`src/verilog/mss_defs.svh`:
```
// constants for the multi-step speed sequencer: offsets, fields, resets, timing
// assumes one 50 MHz system clock and register indices as word addresses
`ifndef MSS_DEFS_SVH
`define MSS_DEFS_SVH

// register indices
`define MSS_OFS_MODE       8'h00
`define MSS_OFS_RETAIN     8'h01
`define MSS_OFS_STEP_BASE  8'h02
`define MSS_OFS_STEP_LAST  8'h21
`define MSS_OFS_TUNIT      8'h25
`define MSS_OFS_FMAX       8'h40
`define MSS_OFS_CTRL       8'h41
`define MSS_OFS_STATUS     8'h42

// control register bits (write only, self clearing)
`define MSS_CTRL_RUN_BIT   0
`define MSS_CTRL_STOP_BIT  1

// status register fields
`define MSS_STAT_STEP_LSB  0
`define MSS_STAT_RUN_BIT   4
`define MSS_STAT_HOLD_BIT  5
`define MSS_STAT_RES_BIT   6
`define MSS_STAT_LOSS_BIT  7

// mode codes in the low two bits of the mode register
`define MSS_MODE_ONCE      2'h0
`define MSS_MODE_HOLD      2'h1

// reset values
`define MSS_MODE_RST       16'h0000
`define MSS_RETAIN_RST     16'h0000
`define MSS_TUNIT_RST      16'h0000
`define MSS_STEP_RST       16'h0000
`define MSS_FMAX_RST       16'h1388

// speed limits in 0.1 % units, and the 100 % figure
`define MSS_SPEED_MAX      16'sh0BB8
`define MSS_SPEED_MIN      -16'sh0BB8
`define MSS_SPEED_FULL     28'h00003E8

// timing: clock rate and the length of one running-time unit, then the last step index
`define MSS_CLK_HZ         50000000
`define MSS_TENTH_SEC_MS   100
`define MSS_TENTH_MIN_MS   6000
`define MSS_LAST_STEP      4'hF

`endif

```
`src/verilog/mss_pkg.sv`:
```
// types shared by the multi-step speed sequencer files
// assumes mss_defs.svh for all numeric constants
package mss_pkg;

    typedef logic [7:0]  mss_addr_t;
    typedef logic [15:0] mss_word_t;
    typedef logic [17:0] mss_freq_t;

    typedef enum logic [2:0] {
        MSS_IDLE = 3'b001,
        MSS_RUN  = 3'b010,
        MSS_HOLD = 3'b100
    } mss_state_t;

endpackage

```
`src/verilog/mss_tick.sv`:
```
// time base for step running times: one pulse per tenth of a second or minute
// assumes en low resets the phase so each step starts a full unit
`timescale 1ns/1ns
`include "mss_defs.svh"
module mss_tick #(
    parameter int unsigned TENTH_SEC_CYC = 5000000,
    parameter int unsigned TENTH_MIN_CYC = 300000000
) (
    input  wire logic sys_clk,
    input  wire logic sys_rst,
    input  wire logic en,
    input  wire logic unit_min,
    output logic      tick
);
    import mss_pkg::*;

    typedef struct packed {
        logic [31:0] cnt;
        logic        tick;
    } mss_tick_st_t;

    mss_tick_st_t s_r;
    mss_tick_st_t s_nxt;
    logic [31:0]  limit;

    always_comb begin
        s_nxt = s_r;
        limit = unit_min ? 32'(TENTH_MIN_CYC - 1) : 32'(TENTH_SEC_CYC - 1);
        s_nxt.tick = 1'b0;
        if (!en) begin
            s_nxt.cnt = 32'h0;
        end else if (s_r.cnt >= limit) begin
            s_nxt.cnt = 32'h0;
            s_nxt.tick = 1'b1;
        end else begin
            s_nxt.cnt = s_r.cnt + 32'h1;
        end
    end

    always_ff @(posedge sys_clk) begin
        if (sys_rst) begin
            s_r <= '0;
        end else begin
            s_r <= s_nxt;
        end
    end

    assign tick = s_r.tick;
endmodule

```
`src/verilog/mss_seq.sv`:
```
// multi-step speed sequencer: sixteen steps of speed and time, three end modes
// assumes a plain register port, an asynchronous power-loss pin, 50 MHz sys_clk
//
// Design decisions made here: the address map and strobed register access.
`timescale 1ns/1ns
`include "mss_defs.svh"
// Summary of operation
// - in once mode, stop the drive by itself after one full cycle.
// - after that stop, wait for a fresh run command before starting again.
// - in hold mode, keep last step frequency and direction after one cycle.
// - in cyclic mode, wrap to step 0 after each cycle until stop arrives.
// - retention 1 keeps step and frequency over power loss; 0 discards them.
// - speed accepts -300.0..300.0 %, scaled so 100 % is max output frequency.
// - sixteen steps 0..15, each with its own speed and running time.
// - running time 0.0..6553.5 tenths, seconds or minutes by unit select.
// - direction follows the sign of the step speed; negative runs reverse.
module mss_seq #(
    parameter int unsigned TENTH_SEC_CYC = `MSS_CLK_HZ / 1000 * `MSS_TENTH_SEC_MS,
    parameter int unsigned TENTH_MIN_CYC = `MSS_CLK_HZ / 1000 * `MSS_TENTH_MIN_MS
) (
    input  wire logic              sys_clk,
    input  wire logic              sys_rst,
    input  wire mss_pkg::mss_addr_t addr,
    input  wire mss_pkg::mss_word_t wr_data,
    input  wire logic              wr_en,
    input  wire logic              rd_en,
    output mss_pkg::mss_word_t     rd_data,
    input  wire logic              pwr_loss,
    output mss_pkg::mss_freq_t     freq_ref,
    output logic                   rev_dir,
    output logic                   drive_run
);
    import mss_pkg::*;

    typedef struct packed {
        mss_state_t                st;
        mss_word_t                 mode;
        mss_word_t                 retain;
        mss_word_t                 tunit;
        mss_word_t                 fmax;
        logic [15:0][15:0]         speed;
        logic [15:0][15:0]         dur;
        logic [3:0]                step;
        mss_word_t                 elapsed;
        logic                      resume;
        mss_freq_t                 freq;
        logic                      rev;
        logic                      run;
        mss_word_t                 rdata;
        logic [2:0]                pwr_sync;
    } mss_seq_st_t;

    mss_seq_st_t s_r;
    mss_seq_st_t s_nxt;
    logic        tick;
    logic        adv;
    logic        run_wr;
    logic        stop_wr;
    logic        lost;
    logic        lost_evt;
    logic [3:0]  wr_idx;

    // step table decode, shared by the write and read paths
    function automatic logic is_step(input mss_addr_t a);
        is_step = (a >= `MSS_OFS_STEP_BASE) && (a <= `MSS_OFS_STEP_LAST);
    endfunction

    function automatic logic [3:0] step_of(input mss_addr_t a);
        mss_addr_t d;
        d = a - `MSS_OFS_STEP_BASE;
        step_of = d[4:1];
    endfunction

    // out-of-range setpoints are clipped rather than refused
    function automatic mss_word_t clamp_speed(input mss_word_t v);
        if ($signed(v) > `MSS_SPEED_MAX) begin
            clamp_speed = 16'(`MSS_SPEED_MAX);
        end else if ($signed(v) < `MSS_SPEED_MIN) begin
            clamp_speed = 16'(`MSS_SPEED_MIN);
        end else begin
            clamp_speed = v;
        end
    endfunction

    // magnitude times fmax over 100.0 %; divide by a constant, one cycle
    function automatic mss_freq_t scale(input mss_word_t sp, input mss_word_t fm);
        logic [15:0] mag;
        logic [27:0] prod;
        mag = sp[15] ? 16'(-sp) : sp;
        prod = 28'(mag) * 28'(fm);
        scale = 18'(prod / `MSS_SPEED_FULL);
    endfunction

    mss_tick #(
        .TENTH_SEC_CYC (TENTH_SEC_CYC),
        .TENTH_MIN_CYC (TENTH_MIN_CYC)
    ) u_tick (
        .sys_clk  (sys_clk),
        .sys_rst  (sys_rst),
        .en       ((s_r.st == MSS_RUN) && !adv),
        .unit_min (s_r.tunit[0]),
        .tick     (tick)
    );

    assign run_wr   = wr_en && (addr == `MSS_OFS_CTRL) && wr_data[`MSS_CTRL_RUN_BIT];
    assign stop_wr  = wr_en && (addr == `MSS_OFS_CTRL) && wr_data[`MSS_CTRL_STOP_BIT];
    assign lost     = s_r.pwr_sync[1];
    assign lost_evt = s_r.pwr_sync[1] && !s_r.pwr_sync[2];
    assign adv      = (s_r.st == MSS_RUN) && (s_r.elapsed >= s_r.dur[s_r.step]);
    assign wr_idx   = step_of(addr);

    always_comb begin
        s_nxt = s_r;
        s_nxt.pwr_sync = {s_r.pwr_sync[1:0], pwr_loss};

        // register writes
        if (wr_en) begin
            if (addr == `MSS_OFS_MODE) begin
                s_nxt.mode = wr_data;
            end
            if (addr == `MSS_OFS_RETAIN) begin
                s_nxt.retain = wr_data;
            end
            if (addr == `MSS_OFS_TUNIT) begin
                s_nxt.tunit = wr_data;
            end
            if (addr == `MSS_OFS_FMAX) begin
                s_nxt.fmax = wr_data;
            end
            if (is_step(addr)) begin
                if (addr[0]) begin
                    s_nxt.dur[step_of(addr)] = wr_data;
                end else begin
                    s_nxt.speed[step_of(addr)] = clamp_speed(wr_data);
                end
            end
        end

        // register reads, data in the following cycle only
        s_nxt.rdata = 16'h0;
        if (rd_en) begin
            if (addr == `MSS_OFS_MODE) begin
                s_nxt.rdata = s_r.mode;
            end else if (addr == `MSS_OFS_RETAIN) begin
                s_nxt.rdata = s_r.retain;
            end else if (addr == `MSS_OFS_TUNIT) begin
                s_nxt.rdata = s_r.tunit;
            end else if (addr == `MSS_OFS_FMAX) begin
                s_nxt.rdata = s_r.fmax;
            end else if (is_step(addr)) begin
                s_nxt.rdata = addr[0] ? s_r.dur[step_of(addr)] : s_r.speed[step_of(addr)];
            end else if (addr == `MSS_OFS_STATUS) begin
                s_nxt.rdata[`MSS_STAT_STEP_LSB +: 4] = s_r.step;
                s_nxt.rdata[`MSS_STAT_RUN_BIT]  = (s_r.st == MSS_RUN);
                s_nxt.rdata[`MSS_STAT_HOLD_BIT] = (s_r.st == MSS_HOLD);
                s_nxt.rdata[`MSS_STAT_RES_BIT]  = s_r.resume;
                s_nxt.rdata[`MSS_STAT_LOSS_BIT] = lost;
            end
        end

        // sequencing
        unique case (s_r.st)
            MSS_IDLE: begin
                if (run_wr && !lost) begin
                    s_nxt.st = MSS_RUN;
                    s_nxt.resume = 1'b0;
                    if (!s_r.resume) begin
                        s_nxt.step = 4'h0;
                        s_nxt.elapsed = 16'h0;
                    end
                end
            end
            MSS_RUN: begin
                if (adv) begin
                    s_nxt.elapsed = 16'h0;
                    if (s_r.step == `MSS_LAST_STEP) begin
                        if (s_r.mode[1:0] == `MSS_MODE_ONCE) begin
                            s_nxt.st = MSS_IDLE;
                            s_nxt.step = 4'h0;
                        end else if (s_r.mode[1:0] == `MSS_MODE_HOLD) begin
                            s_nxt.st = MSS_HOLD;
                        end else begin
                            s_nxt.step = 4'h0;
                        end
                    end else begin
                        s_nxt.step = s_r.step + 4'h1;
                    end
                end else if (tick) begin
                    s_nxt.elapsed = s_r.elapsed + 16'h1;
                end
            end
            MSS_HOLD: begin
                s_nxt.st = MSS_HOLD;
            end
        endcase

        if (stop_wr) begin
            s_nxt.st = MSS_IDLE;
            s_nxt.step = 4'h0;
            s_nxt.elapsed = 16'h0;
            s_nxt.resume = 1'b0;
            // a stop drops a retained frequency too, so idle after a stop shows no stale value, unless a power loss with retention on lands in the same cycle and keeps it
            s_nxt.freq = 18'h0;
            s_nxt.rev = 1'b0;
        end

        // frequency and direction follow the step being run
        if (s_r.st == MSS_RUN) begin
            s_nxt.freq = scale(s_r.speed[s_r.step], s_r.fmax);
            s_nxt.rev = s_r.speed[s_r.step][15];
        end
        if (s_nxt.st == MSS_IDLE && s_r.st != MSS_IDLE) begin
            s_nxt.freq = 18'h0;
            s_nxt.rev = 1'b0;
        end

        // power loss: retained state resumes at the next run command
        if (lost_evt) begin
            s_nxt.st = MSS_IDLE;
            if (s_r.retain[0]) begin
                s_nxt.resume = 1'b1;
                s_nxt.step = s_r.step;
                s_nxt.elapsed = s_r.elapsed;
                s_nxt.freq = s_r.freq;
                s_nxt.rev = s_r.rev;
            end else begin
                s_nxt.resume = 1'b0;
                s_nxt.step = 4'h0;
                s_nxt.elapsed = 16'h0;
                s_nxt.freq = 18'h0;
                s_nxt.rev = 1'b0;
            end
        end
        s_nxt.run = (s_nxt.st != MSS_IDLE);
    end

    always_ff @(posedge sys_clk) begin
        if (sys_rst) begin
            s_r <= '0;
            s_r.st <= MSS_IDLE;
            s_r.mode <= `MSS_MODE_RST;
            s_r.retain <= `MSS_RETAIN_RST;
            s_r.tunit <= `MSS_TUNIT_RST;
            s_r.fmax <= `MSS_FMAX_RST;
        end else begin
            s_r <= s_nxt;
        end
    end

    assign rd_data   = s_r.rdata;
    assign freq_ref  = s_r.freq;
    assign rev_dir   = s_r.rev;
    assign drive_run = s_r.run;
endmodule

```
`config.mk`:
```
export PLATFORM = sky130hd
export DESIGN_NAME = mss_seq
export DESIGN_NICKNAME = d
export VERILOG_FILES = /design/src/verilog/mss_pkg.sv /design/src/verilog/mss_tick.sv /design/src/verilog/mss_seq.sv
export VERILOG_INCLUDE_DIRS = /design/src /design/src/verilog
export SDC_FILE = /design/constraint.sdc
export NUM_CORES = 2
export LEC_CHECK = 0
export ABC_AREA = 1
export BUFFER_PORTS_ARGS = -buffer_cell sky130_fd_sc_hd__buf_2
export CAP_MARGIN = 0
export CORE_MARGIN = 5
export CORE_UTILIZATION = 59
export DETAILED_ROUTE_END_ITERATION = 10
export GPL_ROUTABILITY_DRIVEN = 0
export PLACE_DENSITY = 0.78
export SETUP_SLACK_MARGIN = 0.02
export SYNTH_ARGS = -nofsm -noshare
export SYNTH_HDL_FRONTEND = slang
export SYNTH_SLANG_ARGS = --single-unit
```
`constraint.sdc`:
```
create_clock -name sys_clk -period 16.85 [get_ports sys_clk]
set_input_delay 1.685 -clock sys_clk [delete_from_list [all_inputs] [get_ports sys_clk]]
set_output_delay 1.685 -clock sys_clk [all_outputs]
set_load 0.01 [all_outputs]
```
Word-level counts from Yosys, hierarchy flattened

Cells that the tools add are included.

Output and inout bits: 36
Logic and storage cells: 168
Register bits: 672
Input bits: 29

Multipliers: 1
Divide/modulo/power cells: 1
Reduce and logical (&&, ||, !) cells: 32
Equality and inequality tests: 19
Add/subtract/negate cells: 5
Bitwise logic cells: 3
Muxes and demuxes: 51
Magnitude comparators: 9

Operators with widths:

| operator                                                                          | count |
|---|---|
| 256-bit bitwise mux                                                               | 2 |
| 16-bit two-way mux                                                                | 18 |
| 16-bit binary-select mux with 4-bit select                                        | 4 |
| 40-bit two-way mux                                                                | 3 |
| 16-bit demux with 4-bit select                                                    | 1 |
| 20-bit one-hot mux with 2 select lines                                            | 1 |
| 19-bit two-way mux                                                                | 2 |
| 32-bit by 1-bit adder with 32-bit output, second input constant                   | 1 |
| 32-bit >= comparator                                                              | 1 |
| 29-bit two-way mux                                                                | 1 |
| 28-bit by 10-bit divider with 28-bit output, second input constant                | 1 |
| 16-bit by 16-bit multiplier with 28-bit output                                    | 1 |
| 8-bit by 7-bit equality test with 1-bit output, second input constant             | 3 |
| 8-bit two-way mux                                                                 | 3 |
| 21-bit two-way mux                                                                | 1 |
| 3-bit two-way mux                                                                 | 7 |
| 20-bit two-way mux                                                                | 1 |
| 16-bit by 1-bit adder with 16-bit output, second input constant                   | 1 |
| 16-bit >= comparator                                                              | 1 |
| 16-bit by 13-bit greater-than comparator with 1-bit output, second input constant | 1 |
| 16-bit by 13-bit < comparator with 1-bit output, second input constant            | 1 |
| 4-bit two-way mux                                                                 | 4 |
| 16-bit negator                                                                    | 1 |
| 4-bit != test, second input constant                                              | 3 |
| other kinds (32)                                                                  | 58 |

Depth between registers and ports, before layout

Depth in word-level cells: 11
Gate-level depth with buffers: 156

By module

From an unflattened synthesis, not the netlist that was laid out.

Cell total of the unflattened synthesis: 6942
Area total of the unflattened synthesis: 47241.6 um2

Modules (own cells, without submodules):

| module   | times used | area an instance (um2) | cells each |
|---|---|---|---|
| mss_seq  | 1          | 45074.5                | 6610 |
| mss_tick | 1          | 2167.1                 | 332 |

Worst setup path after synthesis

No wires, ideal clock.

Path kind: register to register
From: reg s_r[56] (netlist name)
To: reg s_r, in the netlist freq_ref[0]
Path slack: 0.926 ns
Stages on the path, launching flop included: 142
Arrival: 15.857 ns
Library setup time: 0.067 ns
Required time: 16.783 ns
Path buffers: 3
Cells stage by stage: dfxtp_1 > buf_6 > inv_4 > buf_4 > nor2_1 > nor2_1 > o21ai_1 > nand3_1 > nand2_1 > nand2_1 > inv_2 > buf_2 > ha_1 > nand3_1 > nor2_1 > nand2_1 > o21ai_2 > or2_2 > (+106 left out) > nand3_1 > nand3_4 > inv_2 > nor2_1 > o21ai_0 > nand2_1 > nand3_1 > inv_1 > nand2_1 > a21oi_2 > nand2_1 > nand2_1 > nand2_1 > nor2_1 > nand2_1 > nand2_1 > nand2_1 > a21oi_2

Longest elaborated chain between the ends: 11
Elaborated cells on any way between the ends: 22
Those cells by class: add/sub: 1; mul: 1; div: 1; order compare: 1; eq/ne: 2; mux: 12; reduce/logical: 4

RTL lines:

| item                                                                                                    | line           | RTL |
|---|---|---|
| from (decl)                                                                                             | mss_seq.sv:53  | `mss_seq_st_t s_r;` |
| from (signal assigned)                                                                                  | mss_seq.sv:246 | `s_r <= s_nxt;` |
| parallel branches: the longest is 11 deep, another holds 16-bit by 16-bit multiplier with 28-bit output | --             |  |

Several ways; the timed one is not identified. The select of a mux whose other input is x is not followed.
A chain may end at the register's enable or synchronous reset.

Worst setup path after layout

Ends and elaborated chain as after synthesis.

==> results.ini <==
[timing]
period_share_pct=103
fin_ws_ns=-0.568
setup-violations-final=2
timing.hold.ws_ns=0.416
rsz0062_at_grt=true
timing.fmax_mhz=57.4
hold_viol=0
drv_slew=0
relSlewSlack_pct=9.14
finClkSkew_ns=0.0647
period_needed_ns=17.42
tightest_slew_ns=1.36

[die]
die_h_um=291
initial_core_util_pct=59.3
core_um2=78700
ios=65
dieArea_um2=84800
fp-row-count=103
die_w_um=291

[finish]
area_growth_pct=13.0
nNetsFinal=7155
layout.cells.non_filler=7926
postLayoutCellArea_um2=52800
drive_above_1_share_pct=14.4

[global_routing]
grt_pass1_wl_um=246000
grt_use_met3_pct=9.90
gr-total-overflow=0
busiest_layer=met2
use_met1_pct=45.1
grt_start_max_net_pins=281
grt_pass1_vias=44800
antenna_found_initial=4
track_usage_pct=35.7
use_met2_pct=54.0

[critical_path]
crit_family=simple AND/OR/NAND/NOR gates
r2r_end=freq_ref[0]
crit_path_end_kind=register
reg2reg_depth=137
path_class=register to register
crit_cells=137
worst_path_most_repeated_cell=nand2_2
worstPathRequired_ns=17.38
worst_setup_path_start_kind=register
crit_slowest_cell=fa_1
reg2reg_from=s_r[56]
crit_path_max_fanout=8
cp.buffers_inverters=26
max_stage_delay_ns=0.59
r2r_slack_ns=-0.57
critPathArrivalTime_ns=17.95

[synthesis]
synth_warnings=0
syn_inst=6874
synth-edff-count=0
avgSynthCellArea_um2=6.79
async_reset_ff_share_pct=0
ys_ff_latch=672
ys_types=75
synth_ff_type=dfxtp_1
synth_area_um2=46700
seq_area_frac_synth_pct=28.8

[outcome]
failed_checks=setup timing
status=finished with violations

[clocking]
cts_htree_levels=3
cts_root_buffer=clkbuf_16
clock_path_buffers=3
cts_buffers=75
clk_pin_slew_ns=0.06
cts_tree=done
clk_latency_ns=0.66
cts_sinks=672

[placed_design]
dp_hpwl_um=104000
dpl-instance-area_um2=47700
dp.cells=7690
port_buffers=64

[detailed_routing]
via_per_inst=6.23
drc=0
vias=49300
post_drt_wl_per_cell_um=20.9
ant_nets=0
first_pass_iters=7
dr.first_iter.drc_count=6738
drt_wl_total_um=166000

[min_path]
hold_path_depth=2
holdPathEnd=lost
hold_class=register to register
min_from=s_nxt[1]

[run]
max_cap_violations=0

how the worst max path moves through the flow:
stage | from | end | slack, ns
after global placement | s_r[56] | freq_ref[0] | 0.05
after floorplan | s_r[56] | freq_ref[0] | 0.93
after detailed placement | s_r[58] | freq_ref[0] | -0.55
after CTS | s_r[56] | freq_ref[0] | -0.04
after global routing | s_r[56] | freq_ref[0] | -1.63
final | s_r[56] | freq_ref[0] | -0.57
sequential cells by signal, indices dropped and copies added (netlist names):
name         flops
drive_run        1
freq_ref        18
lost             1
rd_data         16
rev_dir          1
s_nxt            1
s_r            601
u_tick.s_r      32
u_tick.tick      1
worst register-to-register path, delay by kind of cell, from the launching register on:
kind / cells / cell delay [ns]
AOI/OAI and AO/OA: 12 / 1.87
buffers and inverters: 26 / 1.99
and+or+nand+nor: 91 / 9.54
DFF: 1 / 0.40
adders and majority gates: 7 / 3.36
xor gates and xnor gates: 1 / 0.18
area by class of cell:
type / instances / area [um^2]
inverter: 818 / 3150
timing repair inverter: 1 / 16.3
timing repair buffer: 337 / 2750
clock inverter: 30 / 458
fill: 6427 / 26000
sequential: 672 / 13500
tap: 1050 / 1310
multi-input combinational: 4909 / 29500
antenna: 5 / 12.5
clock buffer: 104 / 2100
synthesized netlist by cell type, types with 18 or more instances:
library cell,count,share of area (%)
a211oi_1,35,0.56
a21oi_1,969,10
a22oi_1,42,0.68
a31oi_1,18,0.24
buf_1,34,0.27
buf_2,23,0.25
buf_4,46,0.74
buf_6,21,0.51
clkbuf_1,350,2.8
dfxtp_1,672,29
fa_1,189,8.1
ha_1,123,3.3
inv_1,741,6.0
inv_2,55,0.44
nand2_1,1114,9.0
nand2_2,78,1.0
nand2_4,24,0.58
nand3_1,275,2.9
nand3_2,30,0.64
nand4_1,40,0.54
nor2_1,582,4.7
nor2_2,25,0.34
nor3_1,31,0.33
o2111ai_1,20,0.38
o211ai_1,53,0.85
o21ai_0,979,10
o21ai_1,45,0.48
xnor2_1,22,0.41
xor2_1,46,0.86
kinds of logic (layout without fill, tap and decap cells):
logic type      Yosys count  in the layout  synth area share (%)
simple gates           2270           2271                  21.4
buf+inv                1295           1290                  11.3
other cells               1              7               0.00803
compound gates         2256           2256                  25.8
fa+ha+maj               312            312                  11.4
flops                   672            672                  28.8
xor+xnor                 68             68                  1.28
routing by layer:
metal	vias to the layer above	part of all wire, %
met5	-	0.016
met4	4	8.0
met3	843	13
met2	3220	42
met1	22700	37
li1	22500	-
cells in the final DEF (no fill, tap or decap), types with 13 or more instances in the layout:
cell	n
nor2_2	30
clkbuf_1	19
nor2_4	36
inv_2	69
nand2_2	116
buf_4	238
nor3_1	26
nand2_1	1024
a211oi_1	34
buf_6	14
o21ai_1	36
a21oi_1	957
fa_1	185
nand4_1	40
inv_1	717
nand3_1	240
nand2_4	71
o2111ai_1	19
a31oi_1	17
a22oi_1	42
nor2_1	549
ha_1	110
buf_12	13
buf_2	62
o21ai_0	971
clkinv_2	13
dfxtp_1	668
a21oi_2	15
nand3_4	20
o211ai_1	53
xor2_1	43
inv_4	15
nand3_2	51
clkbuf_16	77
o22ai_1	16
o21ai_2	22
xnor2_1	22
timing repair:
action	in CTS	in global routing
resized for setup	90	318
pin swaps	35	172
setup buffers	20	70
endpoints found under the hold margin	0	0
setup endpoints to repair	2	4
hold buffers	0	0
gates cloned	6	3
stage by stage:
step	TNS, ns	util (%)	setup slack, ns
detailed placement	-0.759	60.6	-0.549
global route	-3.56	67.0	-1.63
CTS	-0.0449	64.7	-0.0449
floorplan	0	-	0.926
global placement	0	60.6	0.0488
finish	-0.737	67.0	-0.568
Power is left out: the tool's default activity adds up to more than one toggle a clock period on the data nets, which glitch-free logic cannot reach.
